[src/hw/lbdc_pkg.sv]
/*
  Shared constants for the LED blink and dimming block: timing figures,
  register offsets, field positions, write masks and phase codes.
  Assumes a 250 MHz system clock and an 8-bit register port.
*/
package lbdc_pkg;

    // Clock rate and the three timing steps
    localparam int CLK_MHZ          = 250;
    localparam int SLOT_TIME_US     = 250;
    localparam int SLOT_CYCLES      = SLOT_TIME_US * CLK_MHZ;
    localparam int PWM_PERIOD_MS    = 8;
    localparam int SLOTS_PER_PERIOD = PWM_PERIOD_MS * 1000 / SLOT_TIME_US;
    localparam int STEP_TIME_MS     = 64;
    localparam int PERIODS_PER_STEP = STEP_TIME_MS / PWM_PERIOD_MS;

    // Register offsets
    localparam logic [7:0] OFS_SECOND_LED_RAMP_AND_CURRENT = 8'h4f;
    localparam logic [7:0] OFS_SECOND_LED_PHASE1_LENGTH    = 8'h50;
    localparam logic [7:0] OFS_SECOND_LED_PHASE2_LENGTH    = 8'h51;
    localparam logic [7:0] OFS_SECOND_LED_PHASE3_LENGTH    = 8'h52;
    localparam logic [7:0] OFS_SECOND_LED_PHASE4_LENGTH    = 8'h53;
    localparam logic [7:0] OFS_SECOND_LED_PAUSE_LENGTH     = 8'h54;
    localparam logic [7:0] OFS_SECOND_LED_DUTY_CYCLE       = 8'h55;
    localparam logic [7:0] OFS_SECOND_LED_ON_DURATION      = 8'h56;
    localparam logic [7:0] OFS_THIRD_LED_RAMP_AND_CURRENT  = 8'h57;
    localparam logic [7:0] OFS_THIRD_LED_PHASE1_LENGTH     = 8'h58;
    localparam logic [7:0] OFS_THIRD_LED_PHASE2_LENGTH     = 8'h59;
    localparam logic [7:0] OFS_SHARED_RISE_DURATION        = 8'h5f;
    localparam logic [7:0] OFS_SEQUENCER_STATUS            = 8'h6f;

    // Register array indices, counted from the first offset
    localparam int REG_COUNT = 11;
    localparam int IDX_B_CTRL = 0;
    localparam int IDX_B_T1   = 1;
    localparam int IDX_B_T2   = 2;
    localparam int IDX_B_T3   = 3;
    localparam int IDX_B_T4   = 4;
    localparam int IDX_B_TP   = 5;
    localparam int IDX_B_PWM  = 6;
    localparam int IDX_B_ON   = 7;
    localparam int IDX_C_CTRL = 8;
    localparam int IDX_C_T1   = 9;
    localparam int IDX_C_T2   = 10;

    // Writable bits per register; all others read as zero
    localparam logic [REG_COUNT-1:0][7:0] REG_MASK = {
        8'h7f, 8'h7f, 8'h2f, 8'h1f, 8'h1f, 8'h7f,
        8'h7f, 8'h7f, 8'h7f, 8'h7f, 8'h2f};
    localparam logic [7:0] RISE_MASK = 8'h1f;
    localparam logic [7:0] REG_RESET = 8'h00;

    // Field positions in the ramp and current registers and the status register
    localparam int RAMP_BIT  = 5;
    localparam int SINK_MSB  = 3;
    localparam int STAT_ON_BIT = 7;

    // Blink sequencer phases
    typedef enum logic [2:0] {
        PH_IDLE = 3'b000,
        PH_ON   = 3'b001,
        PH_T1   = 3'b010,
        PH_T2   = 3'b011,
        PH_T3   = 3'b100,
        PH_T4   = 3'b101,
        PH_TP   = 3'b110
    } lbdc_phase_type;

endpackage

[src/hw/lbdc_tick_div.sv]
/*
  Enable-driven tick divider: emits one-cycle tick every DIV enables.
  Assumes en_in is a one-cycle pulse on the same clock.
*/
`timescale 1ns/1ps
module lbdc_tick_div import lbdc_pkg::*; #(
    parameter int DIV = 2
) (
    // Clock and reset
    input  wire logic clk_sys_in,
    input  wire logic rst_in,
    // Enable and tick
    input  wire logic en_in,
    output logic      tick_out
);
    localparam int W = (DIV > 1) ? $clog2(DIV) : 1;
    localparam logic [W-1:0] LAST = W'(DIV - 1);

    typedef struct packed {
        logic [W-1:0] cnt;
        logic         tick;
    } lbdc_div_state_type;

    lbdc_div_state_type st_r;
    lbdc_div_state_type st_nxt;

    always_comb begin
        st_nxt      = st_r;
        st_nxt.tick = 1'b0;
        if (en_in) begin
            if (st_r.cnt == LAST) begin
                st_nxt.cnt  = '0;
                st_nxt.tick = 1'b1;
            end else begin
                st_nxt.cnt = st_r.cnt + 1'b1;
            end
        end
    end

    always_ff @(posedge clk_sys_in) begin
        if (rst_in) begin
            st_r <= '0;
        end else begin
            st_r <= st_nxt;
        end
    end

    assign tick_out = st_r.tick;
endmodule

[src/hw/lbdc_led_blink.sv]
/*
  LED blink and dimming control: register file of the second channel and
  the start of the third, blink sequencer and PWM for the second channel.
  Assumes the serial control interface presents one-cycle read and write
  strobes with address and data on clk_sys_in.
*/
// What this block does
// RQ1: Power-on reset clears every control register
// RQ2: Reserved bits ignore writes, read zero
// RQ3: Phase one lasts count times 64 ms
// RQ4: Phase two lasts count times 64 ms
// RQ5: Phase three lasts count times 64 ms
// RQ6: Phase four lasts count times 64 ms
// RQ7: Pause lasts count times 64 ms
// RQ8: On-signal high (code+1)/32 of 8 ms
// RQ9: On-time lasts count times 64 ms
// RQ10: Third channel ramp enable at bit 5
// RQ11: Third channel sink level bits 3..0
// RQ12: Third channel phase one count bits 6..0
// RQ13: Second channel ramp bit 5, sink 3..0
// RQ14: Ramp-up lasts shared count times 8 ms
// RQ15: Common 250 us, 8 ms, 64 ms ticks
`timescale 1ns/1ps
module lbdc_led_blink import lbdc_pkg::*; #(
    parameter int SLOT_DIV = SLOT_CYCLES
) (
    // Clock and reset
    input  wire logic       clk_sys_in,
    input  wire logic       rst_in,
    // Register port
    input  wire logic       reg_wr_in,
    input  wire logic       reg_rd_in,
    input  wire logic [7:0] reg_addr_in,
    input  wire logic [7:0] reg_wdata_in,
    output logic      [7:0] reg_rdata_out,
    // Second channel
    output logic            second_led_on_signal_out,
    output logic            second_led_ramp_select_out,
    output logic      [3:0] second_led_sink_level_out,
    // Third channel
    output logic            third_led_ramp_select_out,
    output logic      [3:0] third_led_sink_level_out,
    output logic      [6:0] third_led_phase1_count_out,
    output logic      [6:0] third_led_phase2_count_out
);

    typedef struct packed {
        logic [REG_COUNT-1:0][7:0] regs;
        logic [7:0]                rise;
        logic [7:0]                rdata;
        lbdc_phase_type            phase;
        logic [6:0]                pcnt;
        logic [4:0]                slot;
        logic [4:0]                rcnt;
        logic                      on;
    } lbdc_state_type;

    lbdc_state_type st_r;
    lbdc_state_type st_nxt;

    logic       tick_slot;
    logic       tick_period;
    logic       tick_step;
    logic [7:0] off;
    logic       in_map;
    logic [6:0] len;
    logic       any_len;
    logic       lit;
    logic [4:0] duty;
    logic [4:0] rise5;
    logic       ramp_act;
    logic [4:0] duty_eff;
    logic [9:0] ramp_prod;

    // Tick chain; slower ticks trail by one cycle each
    lbdc_tick_div #(.DIV(SLOT_DIV)) u_slot_div (
        .clk_sys_in (clk_sys_in),
        .rst_in     (rst_in),
        .en_in      (1'b1),
        .tick_out   (tick_slot)
    ); // [RQ15]

    lbdc_tick_div #(.DIV(SLOTS_PER_PERIOD)) u_period_div (
        .clk_sys_in (clk_sys_in),
        .rst_in     (rst_in),
        .en_in      (tick_slot),
        .tick_out   (tick_period)
    ); // [RQ15]

    lbdc_tick_div #(.DIV(PERIODS_PER_STEP)) u_step_div (
        .clk_sys_in (clk_sys_in),
        .rst_in     (rst_in),
        .en_in      (tick_period),
        .tick_out   (tick_step)
    ); // [RQ15]

    function automatic lbdc_phase_type next_phase(lbdc_phase_type ph, logic any);
        case (ph)
            PH_ON:   next_phase = PH_T1;
            PH_T1:   next_phase = PH_T2;
            PH_T2:   next_phase = PH_T3;
            PH_T3:   next_phase = PH_T4;
            PH_T4:   next_phase = PH_TP;
            PH_TP:   next_phase = any ? PH_ON : PH_IDLE;
            default: next_phase = any ? PH_ON : PH_IDLE;
        endcase
    endfunction

    always_comb begin
        off    = reg_addr_in - OFS_SECOND_LED_RAMP_AND_CURRENT;
        in_map = (reg_addr_in >= OFS_SECOND_LED_RAMP_AND_CURRENT)
              && (reg_addr_in <= OFS_THIRD_LED_PHASE2_LENGTH);
        any_len = |{st_r.regs[IDX_B_ON][4:0], st_r.regs[IDX_B_T1][6:0],
                    st_r.regs[IDX_B_T2][6:0], st_r.regs[IDX_B_T3][6:0],
                    st_r.regs[IDX_B_T4][6:0], st_r.regs[IDX_B_TP][6:0]};
        case (st_r.phase)
            PH_ON:   len = {2'b00, st_r.regs[IDX_B_ON][4:0]}; // [RQ9]
            PH_T1:   len = st_r.regs[IDX_B_T1][6:0];          // [RQ3]
            PH_T2:   len = st_r.regs[IDX_B_T2][6:0];          // [RQ4]
            PH_T3:   len = st_r.regs[IDX_B_T3][6:0];          // [RQ5]
            PH_T4:   len = st_r.regs[IDX_B_T4][6:0];          // [RQ6]
            PH_TP:   len = st_r.regs[IDX_B_TP][6:0];          // [RQ7]
            default: len = 7'h00;
        endcase
        lit = (st_r.phase == PH_ON) || (st_r.phase == PH_T1)
           || (st_r.phase == PH_T3);
        duty  = st_r.regs[IDX_B_PWM][4:0];
        rise5 = st_r.rise[4:0];
        // Duty climbs linearly from zero to the code over the rise time
        ramp_act  = st_r.regs[IDX_B_CTRL][RAMP_BIT] && (st_r.rcnt < rise5); // [RQ14]
        ramp_prod = {5'h00, duty} * {5'h00, st_r.rcnt};
        duty_eff  = duty;
        if (ramp_act) begin
            duty_eff = 5'(ramp_prod / {5'h00, rise5}); // [RQ14]
        end
    end

    always_comb begin
        st_nxt = st_r;
        // Register writes, masked so reserved bits stay zero
        if (reg_wr_in) begin
            if (in_map) begin
                st_nxt.regs[off[3:0]] = reg_wdata_in & REG_MASK[off[3:0]]; // [RQ2]
            end else if (reg_addr_in == OFS_SHARED_RISE_DURATION) begin
                st_nxt.rise = reg_wdata_in & RISE_MASK; // [RQ2]
            end
        end
        // Read data registered; unmapped offsets read zero
        if (reg_rd_in) begin
            if (in_map) begin
                st_nxt.rdata = st_r.regs[off[3:0]];
            end else if (reg_addr_in == OFS_SHARED_RISE_DURATION) begin
                st_nxt.rdata = st_r.rise;
            end else if (reg_addr_in == OFS_SEQUENCER_STATUS) begin
                st_nxt.rdata = {st_r.on, 4'h0, st_r.phase};
            end else begin
                st_nxt.rdata = 8'h00;
            end
        end
        // Slot counter wraps every 8 ms period
        if (tick_slot) begin
            st_nxt.slot = st_r.slot + 5'h01; // [RQ8]
        end
        // Blink sequencer; a zero-length phase passes in one cycle
        case (st_r.phase)
            PH_IDLE: begin
                if (any_len) begin
                    st_nxt.phase = PH_ON;
                    st_nxt.pcnt  = 7'h00;
                    st_nxt.rcnt  = 5'h00;
                end
            end
            default: begin
                if (st_r.pcnt >= len) begin // [RQ3] [RQ4] [RQ5] [RQ6] [RQ7] [RQ9]
                    st_nxt.phase = next_phase(st_r.phase, any_len);
                    st_nxt.pcnt  = 7'h00;
                    st_nxt.rcnt  = 5'h00;
                end else begin
                    if (tick_step) begin
                        st_nxt.pcnt = st_r.pcnt + 7'h01; // [RQ15]
                    end
                    if (lit && ramp_act && tick_period) begin
                        st_nxt.rcnt = st_r.rcnt + 5'h01; // [RQ14]
                    end
                end
            end
        endcase
        // On-signal is dark outside lit phases
        st_nxt.on = lit && (st_r.slot <= duty_eff); // [RQ8]
    end

    always_ff @(posedge clk_sys_in) begin
        if (rst_in) begin
            st_r <= '0; // [RQ1]
        end else begin
            st_r <= st_nxt;
        end
    end

    assign reg_rdata_out              = st_r.rdata;
    assign second_led_on_signal_out   = st_r.on;
    assign second_led_ramp_select_out = st_r.regs[IDX_B_CTRL][RAMP_BIT];     // [RQ13]
    assign second_led_sink_level_out  = st_r.regs[IDX_B_CTRL][SINK_MSB:0];   // [RQ13]
    assign third_led_ramp_select_out  = st_r.regs[IDX_C_CTRL][RAMP_BIT];     // [RQ10]
    assign third_led_sink_level_out   = st_r.regs[IDX_C_CTRL][SINK_MSB:0];   // [RQ11]
    assign third_led_phase1_count_out = st_r.regs[IDX_C_T1][6:0];            // [RQ12]
    assign third_led_phase2_count_out = st_r.regs[IDX_C_T2][6:0];
endmodule

[config.mk]
export PLATFORM = sky130hd
export DESIGN_NAME = lbdc_led_blink
export DESIGN_NICKNAME = d
export VERILOG_FILES = /design/src/hw/lbdc_pkg.sv /design/src/hw/lbdc_tick_div.sv /design/src/hw/lbdc_led_blink.sv
export SDC_FILE = /design/constraint.sdc
export NUM_CORES = 1
export LEC_CHECK = 0
export BUFFER_PORTS_ARGS = -buffer_cell sky130_fd_sc_hd__buf_2
export CAP_MARGIN = 10
export CORE_ASPECT_RATIO = 0.9
export CORE_UTILIZATION = 55
export CTS_CLUSTER_SIZE = 12
export DETAILED_ROUTE_END_ITERATION = 7
export GPL_ROUTABILITY_DRIVEN = 0
export GPL_TIMING_DRIVEN = 0
export MAX_ROUTING_LAYER = met4
export PLACE_DENSITY_LB_ADDON = 0.15
export SETUP_SLACK_MARGIN = 0.15
export SLEW_MARGIN = 20
export SYNTH_ARGS = -nofsm -noshare
export SYNTH_HDL_FRONTEND = slang
export SYNTH_HIERARCHICAL = 1
export SYNTH_SLANG_ARGS = --single-unit
[constraint.sdc]
create_clock -name clk_sys_in -period 19.43 [get_ports clk_sys_in]
set_clock_uncertainty 0.2 [all_clocks]
set_input_delay 0.9715 -clock clk_sys_in [delete_from_list [all_inputs] [get_ports clk_sys_in]]
set_output_delay 0.9715 -clock clk_sys_in [all_outputs]
set_load 0.02 [all_outputs]
Yosys cells after proc, flatten, opt, wreduce, memory -nomap -nowiden

Memory sizes are Yosys's and may differ from the RTL's.
Cells that the tools add are included.
Widths: inputs -> output; s select.

Input port bits: 20
Memories kept: 1
Register bits after elaboration: 149
Logic and storage cells: 105
Bits in read-only memories: 128
Output and inout port bits: 33

Memory list:

| memory           | words | width | read ports | clocked after memory_dff | wr ports | line                  | text |
|---|---|---|---|---|---|---|---|
| (name not given) | 16    | 8     | 1          | 0                        | 0        | lbdc_led_blink.sv:143 | `st_nxt.regs[off[3:0]] = reg_wdata_in & REG_MASK[off[3:0]];` |

Bitwise operators: 4
Divide/modulo/power cells: 1
Order comparisons: 7
Mux-type cells: 27
$add $sub $neg: 7
Equality and inequality tests: 12
Multipliers: 1
Reduce and logical (&&, ||, !) cells: 21

Operators by type and width:

| cell                  | count |
|---|---|
| $bwmux 88             | 1 |
| $mux 8                | 6 |
| $pmux 7 s6            | 1 |
| $reduce_or 40->1      | 1 |
| $bmux 8 s4            | 1 |
| $demux 8 s4           | 1 |
| $mux 5                | 6 |
| $mux 10               | 2 |
| $add 16x1->16 const B | 1 |
| $eq 16x16->1 const B  | 1 |
| $eq 8x7->1 const B    | 2 |
| $add 5x1->5 const B   | 3 |
| $pmux 3 s5            | 1 |
| $mux 7                | 2 |
| $eq 3x3->1 const B    | 4 |
| $div 10x5->10         | 1 |
| $mul 5x5->10          | 1 |
| $and 8x8->8           | 1 |
| $ge 8x7->1 const B    | 1 |
| $le 8x7->1 const B    | 1 |
| $reduce_and 2->1      | 4 |
| $add 7x1->7 const B   | 1 |
| $ge 7x7->1            | 1 |
| $eq 3x2->1 const B    | 2 |
| other kinds (19)      | 34 |

Longest topological paths before layout

Gate-level depths: netlist of the first run.

Depth after elaboration: 8
Depth in mapped cells: 100
Gate-level depth less buffers: 98

Cells and area by module

The synthesis of the first run kept the hierarchy.

Modules (own cells, without submodules):

| module                        | cells each | seq. area each (µm²) | times used | area each (µm²) |
|---|---|---|---|---|
| lbdc_led_blink                | 1104       | 2222.1               | 1          | 8974.9 |
| lbdc_tick_div at u_slot_div   | 88         | 340.3                | 1          | 808.3 |
| lbdc_tick_div at u_period_div | 29         | 120.1                | 1          | 264.0 |
| lbdc_tick_div at u_step_div   | 15         | 80.1                 | 1          | 163.9 |

Least setup slack after synthesis of the first run

Ideal clock, no wire load.

Kind: register -> register
From: register st_r (netlist bit duty[0])
To: register st_r (netlist bit second_led_on_signal_out)
Data arrival time: 17839 ps
Cell stages (with the launch flop): 92
Setup slack: 1260 ps
Path buffers: 1
Setup time: 131 ps
Data required time: 19099 ps
Period minus slack after synthesis: 18170 ps
Path through: dfxtp_1 nand2_1 fa_1 fa_1 fa_1 inv_1 ha_1 o211ai_1 nor2_1 o221a_1 or2_2 ha_1 o211a_1 o31ai_2 inv_1 ha_1 o21a_1 o21ai_0 (+56 left out) mux2_1 ha_1 nor2b_1 o21ai_0 nand2b_1 a211o_1 a211oi_1 o31ai_1 nor4bb_1 nor3_1 ha_1 nor2b_1 o21a_1 o21ai_0 nand2b_1 a21oi_1 a31oi_1 nor3_1

Longest elaborated chain between the ends: 5

RTL lines:

| item                   | line                  | text |
|---|---|---|
| from (decl)            | lbdc_led_blink.sv:58  | `lbdc_state_type st_r;` |
| from (signal assigned) | lbdc_led_blink.sv:196 | `st_r <= st_nxt;` |
| $mul 5x5->10           | lbdc_led_blink.sv:131 | `ramp_prod = {5'h00, duty} * {5'h00, st_r.rcnt};` |
| $div 10x5->10          | lbdc_led_blink.sv:134 | `duty_eff = 5'(ramp_prod / {5'h00, rise5});` |
| $mux 5 *               | lbdc_led_blink.sv:133 | `if (ramp_act) begin` |
| $le 5x5->1 *           | lbdc_led_blink.sv:189 | `st_nxt.on = lit && (st_r.slot <= duty_eff);` |
| $logic_and 1x1->1 *    | lbdc_led_blink.sv:189 |  |

Mark *: on every way between the ends. The rest lies on a longest branch, timed or not.
A chain may end at the register's enable or synchronous reset.

Final worst setup path of the first run

Ends and elaborated chain as after synthesis.

==> results of run 1 <==
cells in the mapped netlist (14+ instances only):
master	n
ha_1	92
mux2_2	24
inv_1	43
xnor2_1	18
xor2_1	15
o21a_1	20
mux2i_1	45
mux4_2	14
a21o_1	14
nand2b_1	18
nor3_1	30
nand3_1	78
a21oi_1	109
nand2_1	113
clkbuf_1	48
o21ai_0	43
nor2_1	112
nor2b_1	16
dfxtp_1	138
and2_1	21
buf_4	30
metal layers:
| layer | vias up | track usage | share of wire |
|---|---|---|---|
| met1 | 4600 | 0.430 | 0.45 |
| met3 | 72 | 0.0639 | 0.098 |
| met2 | 457 | 0.446 | 0.43 |
| li1 | 4645 | - | - |
| met4 | 0 | 0.106 | 0.025 |
| met5 | - | - | 0 |
flip-flops by register name, indices dropped and copies added, names as in the netlist:
signal                      count
u_period_div/tick_out           1
third_led_phase1_count_out      7
second_led_sink_level_out       4
reg_rdata_out                   8
u_step_div/st_r                 3
third_led_phase2_count_out      7
rise5                           5
u_slot_div/st_r                16
third_led_ramp_select_out       1
second_led_on_signal_out        1
third_led_sink_level_out        4
st_r                           68
u_step_div/tick_out             1
u_slot_div/tick_out             1
duty                            5
u_period_div/st_r               5
second_led_ramp_select_out      1
critical path: cells and delay by family, from the launching register on:
family          cells  cell delay (ns)
compound gates     44             7.89
fa+ha+maj          15             4.74
buf+inv             5             0.44
flops               1             0.36
mux                 5             1.45
simple gates       22             3.14
metrics by stage:
| stage | TNS [ns] | hold WS, ns | total power, mW |
|---|---|---|---|
| after floorplan | 0 | 0.233 | 0.473 |
| after global placement | -0.803 | 0.255 | 0.521 |
| after detailed placement | -0.985 | 0.255 | 0.526 |
| after CTS | 0 | 0.270 | 0.902 |
| after global routing | -0.0247 | 0.292 | 0.960 |
| final | 0 | 0.272 | 0.922 |
worst paths after layout:
| check | slack, ns | from | end | cells after the start |
|---|---|---|---|---|
| hold / removal | 0.27 | st_r[105] | st_r[105] | 1 |
| hold reg to reg | 0.27 | st_r[105] | st_r[105] | 1 |
| setup / recovery | 1.06 | duty[0] | second_led_on_signal_out | 91 |
| setup reg to reg | 1.06 | duty[0] | second_led_on_signal_out | 91 |
cell type report:
cell class,count,area [um2]
Fill cell,1487,5930
Clock inverter,12,210
Buffer,89,498
Timing Repair Buffer,88,533
Inverter,44,165
Multi-Input combinational cell,965,7020
Clock buffer,19,453
Tap cell,240,300
Sequential cell,138,2790
kinds of logic after synthesis:
| family | synth area share |
|---|---|
| flops | 0.271 |
| fa+ha+maj | 0.130 |
| buf+inv | 0.0649 |
| mux | 0.108 |
| other cells | 0.000367 |
| xor+xnor | 0.0283 |
| simple gates | 0.229 |
| compound gates | 0.169 |
power by group through the flow:
stage                     Clock [mW]  Combinational, mW  Sequential (mW)
after floorplan                    0              0.174            0.299
after global placement             0              0.222            0.300
after detailed placement           0              0.226            0.300
after CTS                      0.368              0.240            0.293
after global routing           0.380              0.288            0.293
final                          0.366              0.263            0.293
timing repair:
item,CTS,global route
endpoints found under the setup margin,1,1
pin swaps,3,31
buffers inserted,7,30
resized for setup,21,45
==> flow_metrics.py, run 1 <==
metrics = {
    "run_status": {
        "status": "finished clean",
    },
    "placed_design": {
        "dpl.hpwl_mm": 21.4,
        "io_buffers": 51,
        "dp_slack_ns": -0.985,
        "post_dp_cell_area_mm2": 0.0108,
        "place_inst": 1527,
    },
    "yosys": {
        "ys_async_sr_fraction": 0,
        "synth.avg_cell_area_um2": 8.26,
        "yosysWarnings": 6,
        "yosysSeqAreaShare": 0.271,
        "synthesis.area_mm2": 0.0102,
        "synth_area_leaders": "dfxtp_1 (27%), ha_1 (11%), a21oi_1 (5.3%)",
        "synth_flop_cell": "dfxtp_1",
        "postSynthCellCount": 1236,
        "ys_seq_elements": 138,
        "syn_nets": 1357,
        "synth_largest_area_cell": "dfxtp_1",
        "ys_types": 84,
        "synth.top_cell.area_share": 0.271,
        "synth-edff-count": 0,
    },
    "route": {
        "viasPerCell": 6.13,
        "drtPass1Iterations": 6,
        "postRouteAntennaNets": 0,
        "drt-total-wl_mm": 29.6,
        "wl_per_cell_um": 18.5,
        "drt-initial-drc-count": 835,
        "vias": 9774,
        "drc_errors": 0,
    },
    "critical_path": {
        "end_kind": "flip-flop",
        "path_class": "reg -> reg",
        "critical_path.most_common_cell": "o21a_1",
        "start_kind": "flip-flop",
        "crit_fanout": 6,
        "cp_slowest_cell": "fa_1",
        "slowest_delay_ns": 0.56,
        "cp.required_ns": 19.50,
        "worstPathArrival_ns": 18.45,
    },
    "timing": {
        "fin_ws_ns": 1.06,
        "worstMarginPinSlew_ns": 1.17,
        "slew_violations": 0,
        "relSlewSlack": 0.217,
        "min_period_ns": 18.37,
        "fmaxAchievable_mhz": 54.4,
        "period_share": 0.946,
        "finalSetupViolations": 0,
        "hold_violations": 0,
    },
    "power_and_ir_drop": {
        "p_sw_mw": 0.290,
        "p_sw_frac": 0.314,
        "leakage_nw": 4.77,
        "p_clk_frac": 0.397,
        "pwr-share-seq": 0.318,
        "max-vdd-ir-drop_mv": 0.0579,
        "pwr-share-comb": 0.285,
        "power.density_mw_per_mm2": 77.0,
        "power.internal_mw": 0.633,
    },
    "clocking": {
        "cts_buffers": 17,
        "htreeDepth": 4,
        "cts_hold_buf": 0,
        "clk-insertion-delay-late_ns": 0.43,
        "tritoncts": "built",
        "clockRootBuffer": "clkbuf_16",
        "clk_pin_slew_ns": 0.06,
        "cts_buffer_depth": 2,
        "cts.sinks": 138,
    },
    "layout": {
        "final_nets": 1464,
        "mostFrequentLayoutCell": "dfxtp_1",
        "area_growth_pct": 17.2,
        "antenna_cells": 0,
        "fin_util": 0.669,
        "final_area_mm2": 0.0120,
        "drive_gt1_frac": 0.193,
        "fin_cells": 1595,
        "final_cell_mix": "dfxtp_1 (131), nand2_1 (112), nor2_1 (110), a21oi_1 (105), ha_1 (86)",
    },
    "die": {
        "rows": 46,
        "die_w_um": 146,
        "die_area_mm2": 0.0191,
        "coreArea_mm2": 0.0179,
        "die_y_um": 131,
        "ios": 53,
        "initial_utilization": 0.570,
    },
    "hold_path": {
        "hp-class": "reg -> reg",
    },
    "global_routing": {
        "grt.total_usage": 0.310,
        "antenna_found_initial": 0,
        "overflow": 0,
        "grt_max_degree": 17,
        "grt_pass1_wl_mm": 45.7,
        "grt_pass1_vias": 8640,
    },
    "job": {
        "cap_violations": 0,
    },
}
(Power assumes the default switching activity.)
==> inputs of run 2 (changes only) <==
Settings changed: CORE_UTILIZATION 55 to 57.
==> run 2 against run 1 <==
Compared with the run above: global-route usage rose by 2.0 points; maximum frequency is 1.9% lower; flip-flop and latch count stayed put; largest power group unchanged.
==> flow_metrics.py, run 2 (same netlist as run 1, synthesis figures left out) <==
metrics = {
    "die": {
        "rows": 46,
        "ios": 53,
        "die_y_um": 129,
        "coreArea_mm2": 0.0176,
        "initial_utilization": 0.582,
        "die_w_um": 143,
        "die_area_mm2": 0.0185,
    },
    "critical_path": {
        "cp.required_ns": 19.50,
        "path_class": "reg -> reg",
        "end_kind": "flip-flop",
        "cp-startpoint": "st_r[4]",
        "crit_family": "compound AO/OA/AOI/OAI gates",
        "critical_path.most_common_cell": "o21a_1",
        "r2r-start": "st_r[4]",
        "crit_fanout": 9,
        "cp_slowest_cell": "fa_1",
        "start_kind": "flip-flop",
        "slowest_delay_ns": 0.56,
        "crit_buf_inv": 5,
        "worstPathArrival_ns": 18.81,
    },
    "global_routing": {
        "met3_usage": 0.0692,
        "overflow": 0,
        "grt_max_degree": 17,
        "antenna_found_initial": 0,
        "gr-usage-met2": 0.469,
        "grt.total_usage": 0.330,
        "globalRoute.busiestLayer": "met2",
        "grt_pass1_vias": 8554,
        "grt_pass1_wl_mm": 45.4,
        "met1_usage": 0.458,
    },
    "layout": {
        "drive_gt1_frac": 0.202,
        "antenna_cells": 0,
        "mostFrequentLayoutCell": "dfxtp_1",
        "regMostFlops": "st_r",
        "num-fill-cells": 1433,
        "largest_reg_flops": 68,
        "multi_input_area_mm2": 0.00713,
        "fin_cells": 1598,
        "final_nets": 1466,
        "final_cell_mix": "dfxtp_1 (132), nand2_1 (112), nor2_1 (108), a21oi_1 (105), ha_1 (82)",
        "register_area_mm2": 0.00279,
        "area_growth_pct": 18.3,
        "final_area_mm2": 0.0121,
    },
    "timing": {
        "finalSetupTns_ns": 0,
        "worstMarginPinSlew_ns": 0.972,
        "min_period_ns": 18.73,
        "hold_violations": 0,
        "relSlewSlack": 0.347,
        "finalSetupViolations": 0,
        "slew_violations": 0,
        "fmaxAchievable_mhz": 53.4,
        "period_share": 0.964,
    },
    "route": {
        "drtPass1Iterations": 6,
        "viasPerCell": 6.08,
        "drt-total-wl_mm": 29.5,
        "vias": 9723,
        "drc_errors": 0,
        "wl_per_cell_um": 18.5,
        "postRouteAntennaNets": 0,
        "drt-initial-drc-count": 972,
    },
    "placed_design": {
        "io_buffers": 51,
        "post_dp_cell_area_mm2": 0.0108,
        "place_inst": 1527,
        "dpl.hpwl_mm": 20.6,
    },
    "hold_path": {
        "hp-class": "reg -> reg",
        "holdCritStartpoint": "reg_rdata_out[6]",
    },
    "clocking": {
        "tritoncts": "built",
        "clockRootBuffer": "clkbuf_16",
        "clk-insertion-delay-late_ns": 0.43,
        "cts.sinks": 138,
        "cts_buffer_depth": 2,
        "clk_pin_slew_ns": 0.06,
        "cts_buffers": 17,
        "htreeDepth": 4,
    },
    "power_and_ir_drop": {
        "power.density_mw_per_mm2": 76.4,
        "finalPower_mw": 0.923,
        "leakage_nw": 4.80,
        "max-vdd-ir-drop_mv": 0.0649,
    },
    "job": {
        "cap_violations": 0,
    },
    "run_status": {
        "status": "finished clean",
    },
}
[run 2: cell count changes in the layout (fill, tap and decap cells not counted), sizes merged]
cell          previous run  this run
bufinv                   5         4
clkbuf                  68        69
inv                     48        47
buf                    128       129
clkinv                   2         4
dlymetal6s2s             0         1
[run 2: what timing repair did]
| action | in CTS | in global routing |
|---|---|---|
| endpoints found under the setup margin | 1 | 1 |
| setup buffers | 9 | 30 |
| hold buffers | 0 | 0 |
| resized for setup | 32 | 52 |
| pin swaps | 8 | 35 |
[run 2: worst min-delay path, cell delays in order, from the launching register on]
cell      delay, ns
dfxtp_1        0.31
nand2b_1       0.06
a21oi_1        0.05
[run 2: routing by layer]
layer,vias up,wire (um)
li1,4654,-
met1,4515,13200
met2,476,12500
met3,78,2980
met4,0,842
met5,-,0
[run 2: final timing paths]
check,to,slack (ns),cells past startpoint
hold / removal,reg_rdata_out[6],0.26,2
hold reg to reg,reg_rdata_out[6],0.26,2
setup reg to reg,second_led_on_signal_out,0.70,92
setup / recovery,second_led_on_signal_out,0.70,92
[run 2: power breakdown]
part	internal, mW	switching [mW]
registers	0.287	0.00541
clock network	0.224	0.132
logic	0.116	0.159
[run 2: layout make-up]
cell class / instances / area share
sequential: 138 / 0.231
inverter: 44 / 0.0137
tap: 240 / 0.0249
clock buffer: 20 / 0.0378
multi-input combinational: 965 / 0.590
buffer: 89 / 0.0412
clock inverter: 12 / 0.0155
timing repair buffer: 90 / 0.0461
[run 2: per-stage QoR]
| step | worst slack, ns | util | hold slack [ns] |
|---|---|---|---|
| 3_5_place_dp | -1.35 | 0.613 | 0.250 |
| 6_report | 0.696 | 0.688 | 0.265 |
| 5_1_grt | -0.0551 | 0.688 | 0.281 |
| 3_3_place_gp | -1.08 | 0.613 | 0.247 |
| 4_1_cts | 0.229 | 0.661 | 0.262 |
| 2_1_floorplan | 1.26 | - | 0.233 |
